--- config.mk ---
export PLATFORM = sky130hd
export DESIGN_NAME = iwd_top
export DESIGN_NICKNAME = d
export VERILOG_FILES = /design/src/core/iwd_pkg.sv /design/src/core/iwd_tick_if.sv /design/src/core/iwd_prescaler.sv /design/src/core/iwd_top.sv
export VERILOG_INCLUDE_DIRS = /design/src /design/src/core
export SDC_FILE = /design/constraint.sdc
export NUM_CORES = 1
export LEC_CHECK = 0
export BUFFER_PORTS_ARGS = -buffer_cell sky130_fd_sc_hd__buf_2
export CORE_ASPECT_RATIO = 0.75
export CORE_MARGIN = 10
export CORE_UTILIZATION = 55
export CTS_CLUSTER_SIZE = 10
export DETAILED_ROUTE_END_ITERATION = 10
export GPL_TIMING_DRIVEN = 0
export PLACE_DENSITY = 0.74
export SLEW_MARGIN = 0
export SYNTH_ARGS = -nofsm -noshare
export SYNTH_HDL_FRONTEND = slang
export SYNTH_SLANG_ARGS = --single-unit
--- constraint.sdc ---
create_clock -name sys_clk_in -period 3 [get_ports sys_clk_in]
set_clock_uncertainty 0.1 [all_clocks]
set_input_delay 0 -clock sys_clk_in [delete_from_list [all_inputs] [get_ports sys_clk_in]]
set_output_delay 0 -clock sys_clk_in [all_outputs]
set_load 0.005 [all_outputs]
--- src/core/iwd_consts.svh ---
// Constants of the indexed-port watchdog: ports, codes, offsets, fields, resets, timing.
// Assumes inclusion by bare name from the watchdog design files.
`ifndef IWD_CONSTS_SVH
`define IWD_CONSTS_SVH

// ==========================================
// Host I/O ports and access codes
`define IWD_INDEX_PORT 16'h002E
`define IWD_DATA_PORT 16'h002F
`define IWD_UNLOCK_CODE 8'h87
`define IWD_LOCK_CODE 8'hAA
`define IWD_FLOAT_DATA 8'hFF

// ==========================================
// Register indices and field positions
`define IWD_FUNC_SEL_OFS 8'h07
`define IWD_ACTIVATE_OFS 8'h30
`define IWD_TIME_BASE_OFS 8'hF5
`define IWD_COUNT_OFS 8'hF6
`define IWD_CTRL_STAT_OFS 8'hF7
`define IWD_WDT_FUNC_NUM 8'h08
`define IWD_ACT_ENABLE_BIT 0
`define IWD_UNIT_MIN_BIT 3
`define IWD_MOUSE_EN_BIT 7
`define IWD_KBD_EN_BIT 6
`define IWD_FORCE_BIT 5
`define IWD_TIMEOUT_BIT 4

// ==========================================
// Reset values
`define IWD_FUNC_SEL_RST 8'h00
`define IWD_COUNT_RST 8'h00

// ==========================================
// Timing
`define IWD_CLK_HZ 25000000
`define IWD_CLK_PERIOD_NS 40
`define IWD_TICK_S 1
`define IWD_SECS_PER_MIN 60
`define IWD_RST_PULSE_NS 1000
`define IWD_SEC_CYCLES (`IWD_CLK_HZ * `IWD_TICK_S)
`define IWD_RST_PULSE_CYC ((`IWD_RST_PULSE_NS + `IWD_CLK_PERIOD_NS - 1) / `IWD_CLK_PERIOD_NS)

`endif

--- src/core/iwd_pkg.sv ---
// Types of the indexed-port watchdog.
// Assumes nothing beyond a SystemVerilog compiler.
package iwd_pkg;

	// ==========================================
	// Configuration access state
	typedef enum logic [1:0] {
		IWD_LOCKED = 2'b00,
		IWD_UNLOCK1 = 2'b01,
		IWD_CONFIG = 2'b10
	} iwd_cfg_t;

	// ==========================================
	// Top state
	typedef struct packed {
		iwd_cfg_t cfg;
		logic [7:0] index;
		logic [7:0] ldn;
		logic act;
		logic unit_min;
		logic [7:0] load;
		logic [7:0] count;
		logic mouse_en;
		logic kbd_en;
		logic expired;
		logic [7:0] rst_cnt;
		logic rst;
		logic irq_n;
		logic [7:0] rdata;
		logic [2:0] mouse_s;
		logic [2:0] kbd_s;
		logic [1:0] strap_s;
		logic strap_irq;
		logic clr;
	} iwd_state_t;

	// ==========================================
	// Prescaler state
	typedef struct packed {
		logic [24:0] sec_cnt;
		logic [5:0] min_cnt;
		logic tick;
	} iwd_pre_t;

endpackage

--- src/core/iwd_tick_if.sv ---
// Link between the watchdog core and its time-base prescaler.
// Assumes both ends run on the same clock.
`timescale 1ns/1ps
interface iwd_tick_if;
	logic run;
	logic clr;
	logic min_sel;
	logic tick;
	modport core (output run, output clr, output min_sel, input tick);
	modport pre (input run, input clr, input min_sel, output tick);
endinterface

--- src/core/iwd_prescaler.sv ---
// Time-base prescaler: one tick per second or per minute while running.
// Assumes run and clr come from logic on the same clock.
`timescale 1ns/1ps
`include "iwd_consts.svh"
module iwd_prescaler
	import iwd_pkg::*;
#(
	parameter int unsigned SEC_CYCLES = `IWD_SEC_CYCLES
) (
	input wire logic sys_clk_in,
	input wire logic sys_rst_in,
	iwd_tick_if.pre tb
);
	import iwd_pkg::*;

	iwd_pre_t p_r;
	iwd_pre_t p_nxt;

	// ==========================================
	// Counting
	always_comb begin
		p_nxt = p_r;
		p_nxt.tick = 1'b0;
		if (tb.clr || !tb.run) begin
			// A restart starts a whole fresh period
			p_nxt.sec_cnt = '0;
			p_nxt.min_cnt = '0;
		end else if (p_r.sec_cnt == 25'(SEC_CYCLES - 1)) begin
			p_nxt.sec_cnt = '0;
			if (!tb.min_sel) begin
				p_nxt.tick = 1'b1;
			end else if (p_r.min_cnt == 6'(`IWD_SECS_PER_MIN - 1)) begin
				p_nxt.min_cnt = '0;
				p_nxt.tick = 1'b1;
			end else begin
				p_nxt.min_cnt = p_r.min_cnt + 6'h01;
			end
		end else begin
			p_nxt.sec_cnt = p_r.sec_cnt + 25'h0000001;
		end
	end

	always_ff @(posedge sys_clk_in) begin
		if (sys_rst_in) begin
			p_r <= '0;
		end else begin
			p_r <= p_nxt;
		end
	end

	assign tb.tick = p_r.tick;

endmodule

--- src/core/iwd_top.sv ---
// Indexed-port watchdog timer: index/data host ports, unlock sequence, countdown and expiry outputs.
// Assumes host strobes on sys_clk_in; activity and strap inputs are asynchronous pins.
`timescale 1ns/1ps
`include "iwd_consts.svh"
module iwd_top
	import iwd_pkg::*;
#(
	parameter int unsigned SEC_CYCLES = `IWD_SEC_CYCLES
) (
	input wire logic sys_clk_in,
	input wire logic sys_rst_in,
	input wire logic [15:0] io_addr_in,
	input wire logic io_wr_in,
	input wire logic io_rd_in,
	input wire logic [7:0] io_wdata_in,
	output logic [7:0] io_rdata_out,
	input wire logic mouse_act_in,
	input wire logic kbd_act_in,
	input wire logic reset_or_irq_strap_in,
	output logic wdt_reset_out,
	output logic wdt_irq_n_out
);
	import iwd_pkg::*;

	// ==========================================
	// Helpers
	function automatic logic port_hit(
		input logic [15:0] addr,
		input logic [15:0] port
	);
		port_hit = (addr == port);
	endfunction

	function automatic logic rise(
		input logic [2:0] sync
	);
		rise = sync[1] & ~sync[2];
	endfunction

	localparam iwd_state_t RESET_STATE = '{
		cfg: IWD_LOCKED,
		index: 8'h00,
		ldn: `IWD_FUNC_SEL_RST,
		act: 1'b0,
		unit_min: 1'b0,
		load: `IWD_COUNT_RST,
		count: `IWD_COUNT_RST,
		mouse_en: 1'b0,
		kbd_en: 1'b0,
		expired: 1'b0,
		rst_cnt: 8'h00,
		rst: 1'b0,
		irq_n: 1'b1,
		rdata: 8'h00,
		mouse_s: 3'h0,
		kbd_s: 3'h0,
		strap_s: 2'h0,
		strap_irq: 1'b0,
		clr: 1'b0
	};

	iwd_state_t s_r;
	iwd_state_t s_nxt;
	iwd_tick_if tb ();

	// ==========================================
	// Prescaler
	assign tb.run = s_r.act & (s_r.count != 8'h00) & ~s_r.expired;
	assign tb.clr = s_r.clr;
	assign tb.min_sel = s_r.unit_min;

	iwd_prescaler #(
		.SEC_CYCLES(SEC_CYCLES)
	) u_pre (
		.sys_clk_in(sys_clk_in),
		.sys_rst_in(sys_rst_in),
		.tb(tb)
	);

	// ==========================================
	// Next state
	always_comb begin
		logic wr_idx;
		logic wr_dat;
		logic rd_idx;
		logic rd_dat;
		logic wd_regs;
		logic running;
		logic act_restart;
		logic cnt_write;
		logic force_to;
		logic expire;
		wr_idx = io_wr_in & port_hit(io_addr_in, `IWD_INDEX_PORT);
		wr_dat = io_wr_in & port_hit(io_addr_in, `IWD_DATA_PORT);
		rd_idx = io_rd_in & port_hit(io_addr_in, `IWD_INDEX_PORT);
		rd_dat = io_rd_in & port_hit(io_addr_in, `IWD_DATA_PORT);
		wd_regs = (s_r.cfg == IWD_CONFIG) && (s_r.ldn == `IWD_WDT_FUNC_NUM);
		running = s_r.act && (s_r.count != 8'h00) && !s_r.expired;
		act_restart = 1'b0;
		cnt_write = 1'b0;
		force_to = 1'b0;
		expire = 1'b0;
		s_nxt = s_r;
		s_nxt.clr = 1'b0;

		// Pin synchronisers; only the second stage onward is read
		s_nxt.mouse_s = {s_r.mouse_s[1:0], mouse_act_in};
		s_nxt.kbd_s = {s_r.kbd_s[1:0], kbd_act_in};
		s_nxt.strap_s = {s_r.strap_s[0], reset_or_irq_strap_in};
		s_nxt.strap_irq = s_r.strap_s[1];

		// Unlock and lock sequence on the index port
		unique case (s_r.cfg)
			IWD_LOCKED: begin
				if (wr_idx && io_wdata_in == `IWD_UNLOCK_CODE) begin
					s_nxt.cfg = IWD_UNLOCK1;
				end
			end
			IWD_UNLOCK1: begin
				if (wr_idx) begin
					if (io_wdata_in == `IWD_UNLOCK_CODE) begin
						s_nxt.cfg = IWD_CONFIG;
					end else begin
						s_nxt.cfg = IWD_LOCKED;
					end
				end else if (wr_dat || rd_dat) begin
					// Any data access breaks the pair of unlock writes
					s_nxt.cfg = IWD_LOCKED;
				end
			end
			IWD_CONFIG: begin
				if (wr_idx) begin
					if (io_wdata_in == `IWD_LOCK_CODE) begin
						s_nxt.cfg = IWD_LOCKED;
					end else begin
						s_nxt.index = io_wdata_in;
					end
				end
			end
			default: begin
				s_nxt.cfg = IWD_LOCKED;
			end
		endcase

		// Data port writes; ignored outside configuration mode
		if (wr_dat && s_r.cfg == IWD_CONFIG) begin
			if (s_r.index == `IWD_FUNC_SEL_OFS) begin
				s_nxt.ldn = io_wdata_in;
			end else if (wd_regs) begin
				case (s_r.index)
					`IWD_ACTIVATE_OFS: begin
						s_nxt.act = io_wdata_in[`IWD_ACT_ENABLE_BIT];
					end
					`IWD_TIME_BASE_OFS: begin
						s_nxt.unit_min = io_wdata_in[`IWD_UNIT_MIN_BIT];
					end
					`IWD_COUNT_OFS: begin
						cnt_write = 1'b1;
					end
					`IWD_CTRL_STAT_OFS: begin
						s_nxt.mouse_en = io_wdata_in[`IWD_MOUSE_EN_BIT];
						s_nxt.kbd_en = io_wdata_in[`IWD_KBD_EN_BIT];
						force_to = s_r.act & io_wdata_in[`IWD_FORCE_BIT];
					end
					default: begin
					end
				endcase
			end
		end

		// Countdown; a tick landing on the cycle after a restart is stale
		if (tb.tick && !s_r.clr && running) begin
			s_nxt.count = s_r.count - 8'h01;
			if (s_r.count == 8'h01) begin
				expire = 1'b1;
			end
		end

		// Activity restart reloads the last written count
		if (s_r.act && s_r.load != 8'h00) begin
			if (s_r.mouse_en && rise(s_r.mouse_s)) begin
				act_restart = 1'b1;
			end
			if (s_r.kbd_en && rise(s_r.kbd_s)) begin
				act_restart = 1'b1;
			end
		end
		if (act_restart) begin
			s_nxt.count = s_r.load;
			s_nxt.expired = 1'b0;
			s_nxt.clr = 1'b1;
		end

		// A count write wins over coincident activity and a tick's decrement, but not a final tick's expiry
		if (cnt_write) begin
			s_nxt.load = io_wdata_in;
			s_nxt.count = io_wdata_in;
			s_nxt.expired = 1'b0;
			s_nxt.clr = 1'b1;
		end

		// Expiry: the set wins over any clear in the same cycle
		if (s_r.rst_cnt != 8'h00) begin
			s_nxt.rst_cnt = s_r.rst_cnt - 8'h01;
		end
		if (expire || force_to) begin
			s_nxt.expired = 1'b1;
			if (!s_r.strap_irq) begin
				s_nxt.rst_cnt = 8'(`IWD_RST_PULSE_CYC);
			end
		end
		s_nxt.rst = (s_nxt.rst_cnt != 8'h00);
		s_nxt.irq_n = ~(s_nxt.expired & s_r.strap_irq);

		// Register reads; locked reads see a floating bus
		if (rd_idx || rd_dat) begin
			if (s_r.cfg != IWD_CONFIG) begin
				s_nxt.rdata = `IWD_FLOAT_DATA;
			end else if (rd_idx) begin
				s_nxt.rdata = s_r.index;
			end else if (s_r.index == `IWD_FUNC_SEL_OFS) begin
				s_nxt.rdata = s_r.ldn;
			end else if (!wd_regs) begin
				s_nxt.rdata = 8'h00;
			end else begin
				case (s_r.index)
					`IWD_ACTIVATE_OFS: begin
						s_nxt.rdata = {7'h00, s_r.act};
					end
					`IWD_TIME_BASE_OFS: begin
						s_nxt.rdata = {4'h0, s_r.unit_min, 3'h0};
					end
					`IWD_COUNT_OFS: begin
						// Shows the remaining count, not the reload value
						s_nxt.rdata = s_r.count;
					end
					`IWD_CTRL_STAT_OFS: begin
						s_nxt.rdata = {s_r.mouse_en, s_r.kbd_en, 1'b0, s_r.expired, 4'h0};
					end
					default: begin
						s_nxt.rdata = 8'h00;
					end
				endcase
			end
		end
	end

	// ==========================================
	// State register
	always_ff @(posedge sys_clk_in) begin
		if (sys_rst_in) begin
			s_r <= RESET_STATE;
		end else begin
			s_r <= s_nxt;
		end
	end

	// ==========================================
	// Outputs
	assign io_rdata_out = s_r.rdata;
	assign wdt_reset_out = s_r.rst;
	assign wdt_irq_n_out = s_r.irq_n;

endmodule

## Yosys cells after proc, flatten, opt, wreduce, memory -nomap -nowiden

Index checks and enable logic that the tools add are counted.
Widths: inputs -> output; s select.

| cells by class | value |
|---|---|
| bitwise gates (word level) | 17 |
| reductions and logical operators | 33 |
| add/sub/neg operators | 4 |
| equal/unequal tests | 20 |
| mux-type cells | 39 |

Operator list:

| cell | number |
|---|---|
| $mux 8 | 10 |
| $eq 8x8->1 const B | 5 |
| $eq 16x6->1 const B | 2 |
| $pmux 8 s4 | 1 |
| $reduce_bool 8->1 | 4 |
| $add 25x1->25 const B | 1 |
| $eq 25x25->1 const B | 1 |
| $mux 1 | 19 |
| $reduce_and 4->1 | 4 |
| $sub 8x1->8 const B | 2 |
| $and 1x1->1 | 10 |
| $logic_and 1x1->1 | 10 |
| $mux 10 | 1 |
| $mux 2 | 5 |
| $mux 9 | 1 |
| $eq 8x1->1 const B | 1 |
| $eq 8x3->1 const B | 1 |
| $eq 8x4->1 const B | 1 |
| $eq 8x6->1 const B | 1 |
| $not 1->1 | 7 |
| $add 6x1->6 const B | 1 |
| $eq 6x6->1 const B | 1 |
| $mux 6 | 1 |
| $ne 2x2->1 const B | 3 |
| 13 further kinds | 20 |

| storage, ports and cells | value |
|---|---|
| register bits after elaboration | 99 |
| output and inout port bits | 10 |
| input port bits | 31 |

## Depth between registers and ports, before layout

| depth | value |
|---|---|
| depth in word-level cells | 11 |
| mapped depth | 8 |
| gate-level depth less buffers | 7 |

## Cells and area by module

Synthesis repeated with hierarchy kept, for this count alone.

| unflattened totals | value |
|---|---|
| cells, all modules | 585 |
| area total of the unflattened synthesis | 5014.8 sq um |

Modules (own cells, without submodules):

| module | cells an instance | seq. area each (sq um) | area an instance (sq um) | times used |
|---|---|---|---|---|
| iwd_top | 421 | 1341.3 | 3553.4 | 1 |
| iwd_prescaler | 164 | 640.6 | 1461.4 | 1 |

## Worst setup path before layout

No wires, ideal clock.

| timing | value |
|---|---|
| path type | flip-flop to flip-flop |
| start | register s_r[22] (netlist name) |
| end | register s_r (netlist bit wdt_reset_out) |
| setup time | 0.138 ns |
| clock period less this slack | 2.300 ns |
| stages on the path, launching flop included | 8 |
| data arrival time | 2.062 ns |
| setup slack | 0.700 ns |
| cell sequence | dfxtp_1 -> clkbuf_1 -> or4_1 -> or4b_1 -> clkbuf_1 -> a2bb2oi_1 -> o21a_1 -> a41oi_1 |

| between the ends | value |
|---|---|
| longest elaborated chain between the ends | 5 |
| elaborated cells between the ends (all ways) | 6 |

RTL lines:

| item | line | text |
|---|---|---|
| from (decl) | iwd_top.sv:62 | `iwd_state_t s_r;` |
| from (signal assigned) | iwd_top.sv:254 | `s_r <= s_nxt;` |
| $sub 8x1->8 or $reduce_bool 8->1 (tied branches) | iwd_top.sv:204, iwd_top.sv:203 |  |
| $mux 8 * | iwd_top.sv:203 | `if (s_r.rst_cnt != 8'h00) begin` |
| $mux 8 | iwd_top.sv:208 | `if (!s_r.strap_irq) begin` |
| $mux 9 * | iwd_top.sv:206 | `if (expire \|\| force_to) begin` |
| $reduce_bool 8->1 * | iwd_top.sv:212 | `s_nxt.rst = (s_nxt.rst_cnt != 8'h00);` |

Every way passes the cells marked *; elsewhere a longest branch is shown, timed or not.
A chain may end at the register's enable or synchronous reset.

## Worst setup path in the final report

| timing | value |
|---|---|
| start | register s_r[31] (netlist name) |
| end | register u_pre.p_r[23] (netlist name) |

| between the ends | value |
|---|---|
| longest elaborated chain between the ends | 6 |

RTL lines:

| item | line | text |
|---|---|---|
| $reduce_bool 8->1 | iwd_top.sv:68 | `assign tb.run = s_r.act & (s_r.count != 8'h00) & ~s_r.expired;` |
| $and 1x1->1 (2 in a row) | iwd_top.sv:68 |  |
| $logic_not 1->1 | iwd_prescaler.sv:24 | `if (tb.clr \|\| !tb.run) begin` |
| $logic_or 1x1->1 | iwd_prescaler.sv:24 |  |
| $reduce_or 3->1 (no source line) | n/a |  |
| to (signal assigned) | iwd_prescaler.sv:47 | `p_r <= p_nxt;` |
| to (decl) | iwd_prescaler.sv:16 | `iwd_pre_t p_r;` |

Every way passes these cells.

==> metrics <==
outcome=finished, final reports clean; gpl congestion=0.9473; number of failing hold endpoints at the final stage=0; required time at the endpoint of the critical path=3.14 ns; std cell rows=29; number of ports placed on the die boundary=41; Syn Area/Cell=8.556 um2; transition time at the pin with the least slew margin=1.100 ns; total vias in the final route=4512; final slew viol count=0; Post-Route Hold Slack=0.05095 ns; most common flop cell mapped by yosys=dfxtp_1; GRT Overall Usage=20.59%; share of layout cells above drive strength 1=13.08%; RSZ-0062 raised after global routing=no; Critical Path Start Type=flip-flop; met1 WL=5.875 mm; synthesized net count=619; number of iterations in the first detailed-routing pass=5; residual antenna-violating net count after detailed routing=0; clock buffer count from CTS=9; most frequent standard cell in the layout excluding fill and tap cells=dfxtp_1; clock transition at the registers of the reported paths=0.07 ns; half-perimeter wire length after placement=9.611 mm; net count reported at finish=683; final setup violating endpoints=0; yosys warns=0; timing-limited maximum frequency=378.2 MHz; Residual DRC=0; Data arrival, critical path=2.78 ns; Final Core Density=66.69%; min cycle time layout=2.644 ns; CTS Buffer Depth=2; path type of the worst min-delay path=input port to flip-flop; DIE AREA=13280 um2; max cap viols=0; H-tree depth=3; cell at the root of the clock tree=clkbuf_16; filler cell count in the final layout=742; largest area contributor in the synthesized netlist=dfxtp_1; number of antenna violations at the first check in global routing=1; leading cell types in the layout, fill and taps excluded=dfxtp_1 (99), nor2_1 (70), nand2_1 (48), buf_2 (42), a21oi_1 (33); sequential share of the synthesized area=39.87%; count of flip-flops with a built-in enable after synthesis=0; share of the cycle needed by the critical path after routing=88.13%; number of global-route vias before repair=4413; post-synthesis register bit count=99; P&R area growth vs syn=15.86%; area of the core region=8636 um2; worst-path maximum fanout=10; drt total wl=13.31 mm; first-pass GRT wire length=22.02 mm; Worst Path Class, Setup=flip-flop to flip-flop; clk sink count=99; per-cell via count in the routed design=5.945; Worst-Skew Late Latency=0.35 ns; number of distinct library cells after synthesis=58; FFs w/ async S/R, synth=0%; clock tree from TritonCTS=built; Final Total Pwr=3.135 mW; IR Drop Worst-Case VDD=0.0004095 V; die width=129.8 um; instance count of the mapped netlist=581; average wire per cell in the routed design=17.54 um; met3 layer wire length in the routed design=1.049 mm; dpl cells=729; DRC marker count from the first detailed-route iteration=523; main area contributors after synthesis=dfxtp_1 (40%), nor2_1 (5.3%), mux2i_1 (5.2%), xnor2_1 (3.9%), nand2_1 (3.6%); total of hold buffers inserted after clock tree synthesis=13; Power per Cell Area=544.4 nW/um2; Congestion Overflow GR=0; static leakage=2.014 nW; Met2 Routed Length=6.033 mm; cts repair resizes=0; worst rel slew slack=26.05%; maximum number of pins on one net before global-route repair=20; type of destination of the critical path=flip-flop; initial standard-cell utilization of the core=57.56%; vertical die dimension=102.3 um; area of the multi-input gates=2776 um2; Post-CTS Setup Bufs=0; sum of negative setup slack=0 ns; Non-Filler Instances=759; top routing layer used=met4; area of the mapped netlist=4971 um2; fraction of post-synthesis cell area in the top cell type by area=39.87%; storage element area=1982 um2; port buffer count=40
metrics by stage:
step | instance area [um2] | setup slack, ns
2_1_floorplan | 4971 | 0.6998
3_3_place_gp | 5306 | 0.4016
3_5_place_dp | 5306 | 0.3544
4_1_cts | 5757 | 0.3423
5_1_grt | 5759 | 0.1336
6_report | 5759 | 0.3561
worst paths after layout:
check                                     startpoint                  endpoint  slack [ns]  depth (start not counted)
worst min-delay path                        io_wr_in      s_r[66]$_SDFFE_PP0P_        0.05                          4
worst min register to register   s_nxt[5]$_SDFF_PP0_       s_nxt[6]$_SDFF_PP0_        0.36                          1
worst max-delay path            s_r[31]$_SDFFE_PP0P_  u_pre.p_r[23]$_SDFF_PP0_        0.36                          8
worst max register to register  s_r[31]$_SDFFE_PP0P_  u_pre.p_r[23]$_SDFF_PP0_        0.36                          8
cell usage after synthesis (10+ instances only):
master / n
mux2i_1: 26
xnor2_1: 22
or4_1: 10
nand2_1: 48
xor2_1: 16
a21oi_1: 33
inv_1: 16
nor4_1: 20
nand3_1: 16
o21ai_0: 10
nor2_1: 70
dfxtp_1: 99
clkbuf_1: 22
nor3_1: 20
nand4_1: 17
nor2b_1: 13
flip-flops by register name (all words and copies together) (netlist names):
name	flops
s_r	49
u_pre.p_r	31
io_rdata_out	8
s_nxt	6
tb.clr	1
tb.min_sel	1
u_pre.tb.tick	1
wdt_irq_n_out	1
wdt_reset_out	1
cell type report:
cell class                 count  area share, %
multi-input combinational    434          48.21
sequential                    99          34.41
timing repair buffer          53          5.735
clock buffer                   9          3.910
buffer                        32          2.650
tap                          108          2.346
clock inverter                 7          1.651
inverter                      16          1.043
antenna                        1        0.04345
where the power goes:
group / internal, mW / switching (mW)
registers: 1.37 / 0.0470
clock network: 0.673 / 0.551
logic: 0.228 / 0.269
total: 2.27 / 0.868
critical path, cell delays in order, from the launching register on:
cell	delay (ns)
dfxtp_1	0.37
inv_1	0.14
ha_1	0.18
or3b_2	0.52
o21ai_0	0.47
nand2b_1	0.17
clkbuf_1	0.23
buf_2	0.28
nor2_1	0.07
cell families (layout without fill, tap and decap cells):
kind of cell	after synthesis	in the layout	synth area share (%)
AND/OR/NAND/NOR	273	273	30.20
flip-flops	99	99	39.87
AO/OA/AOI/OAI	87	87	11.28
buffers and inverters	48	117	4.279
XOR/XNOR	38	38	6.695
multiplexers	29	29	5.915
adder cells (fa/ha/maj)	7	7	1.762
other	0	1	0
layer usage:
metal | vias up | global-route usage [%]
li1 | 2216 | -
met1 | 2078 | 26.17
met2 | 180 | 32.63
met3 | 38 | 6.156
met4 | 0 | 7.241
met5 | - | 0
(Power assumes the default switching activity.)
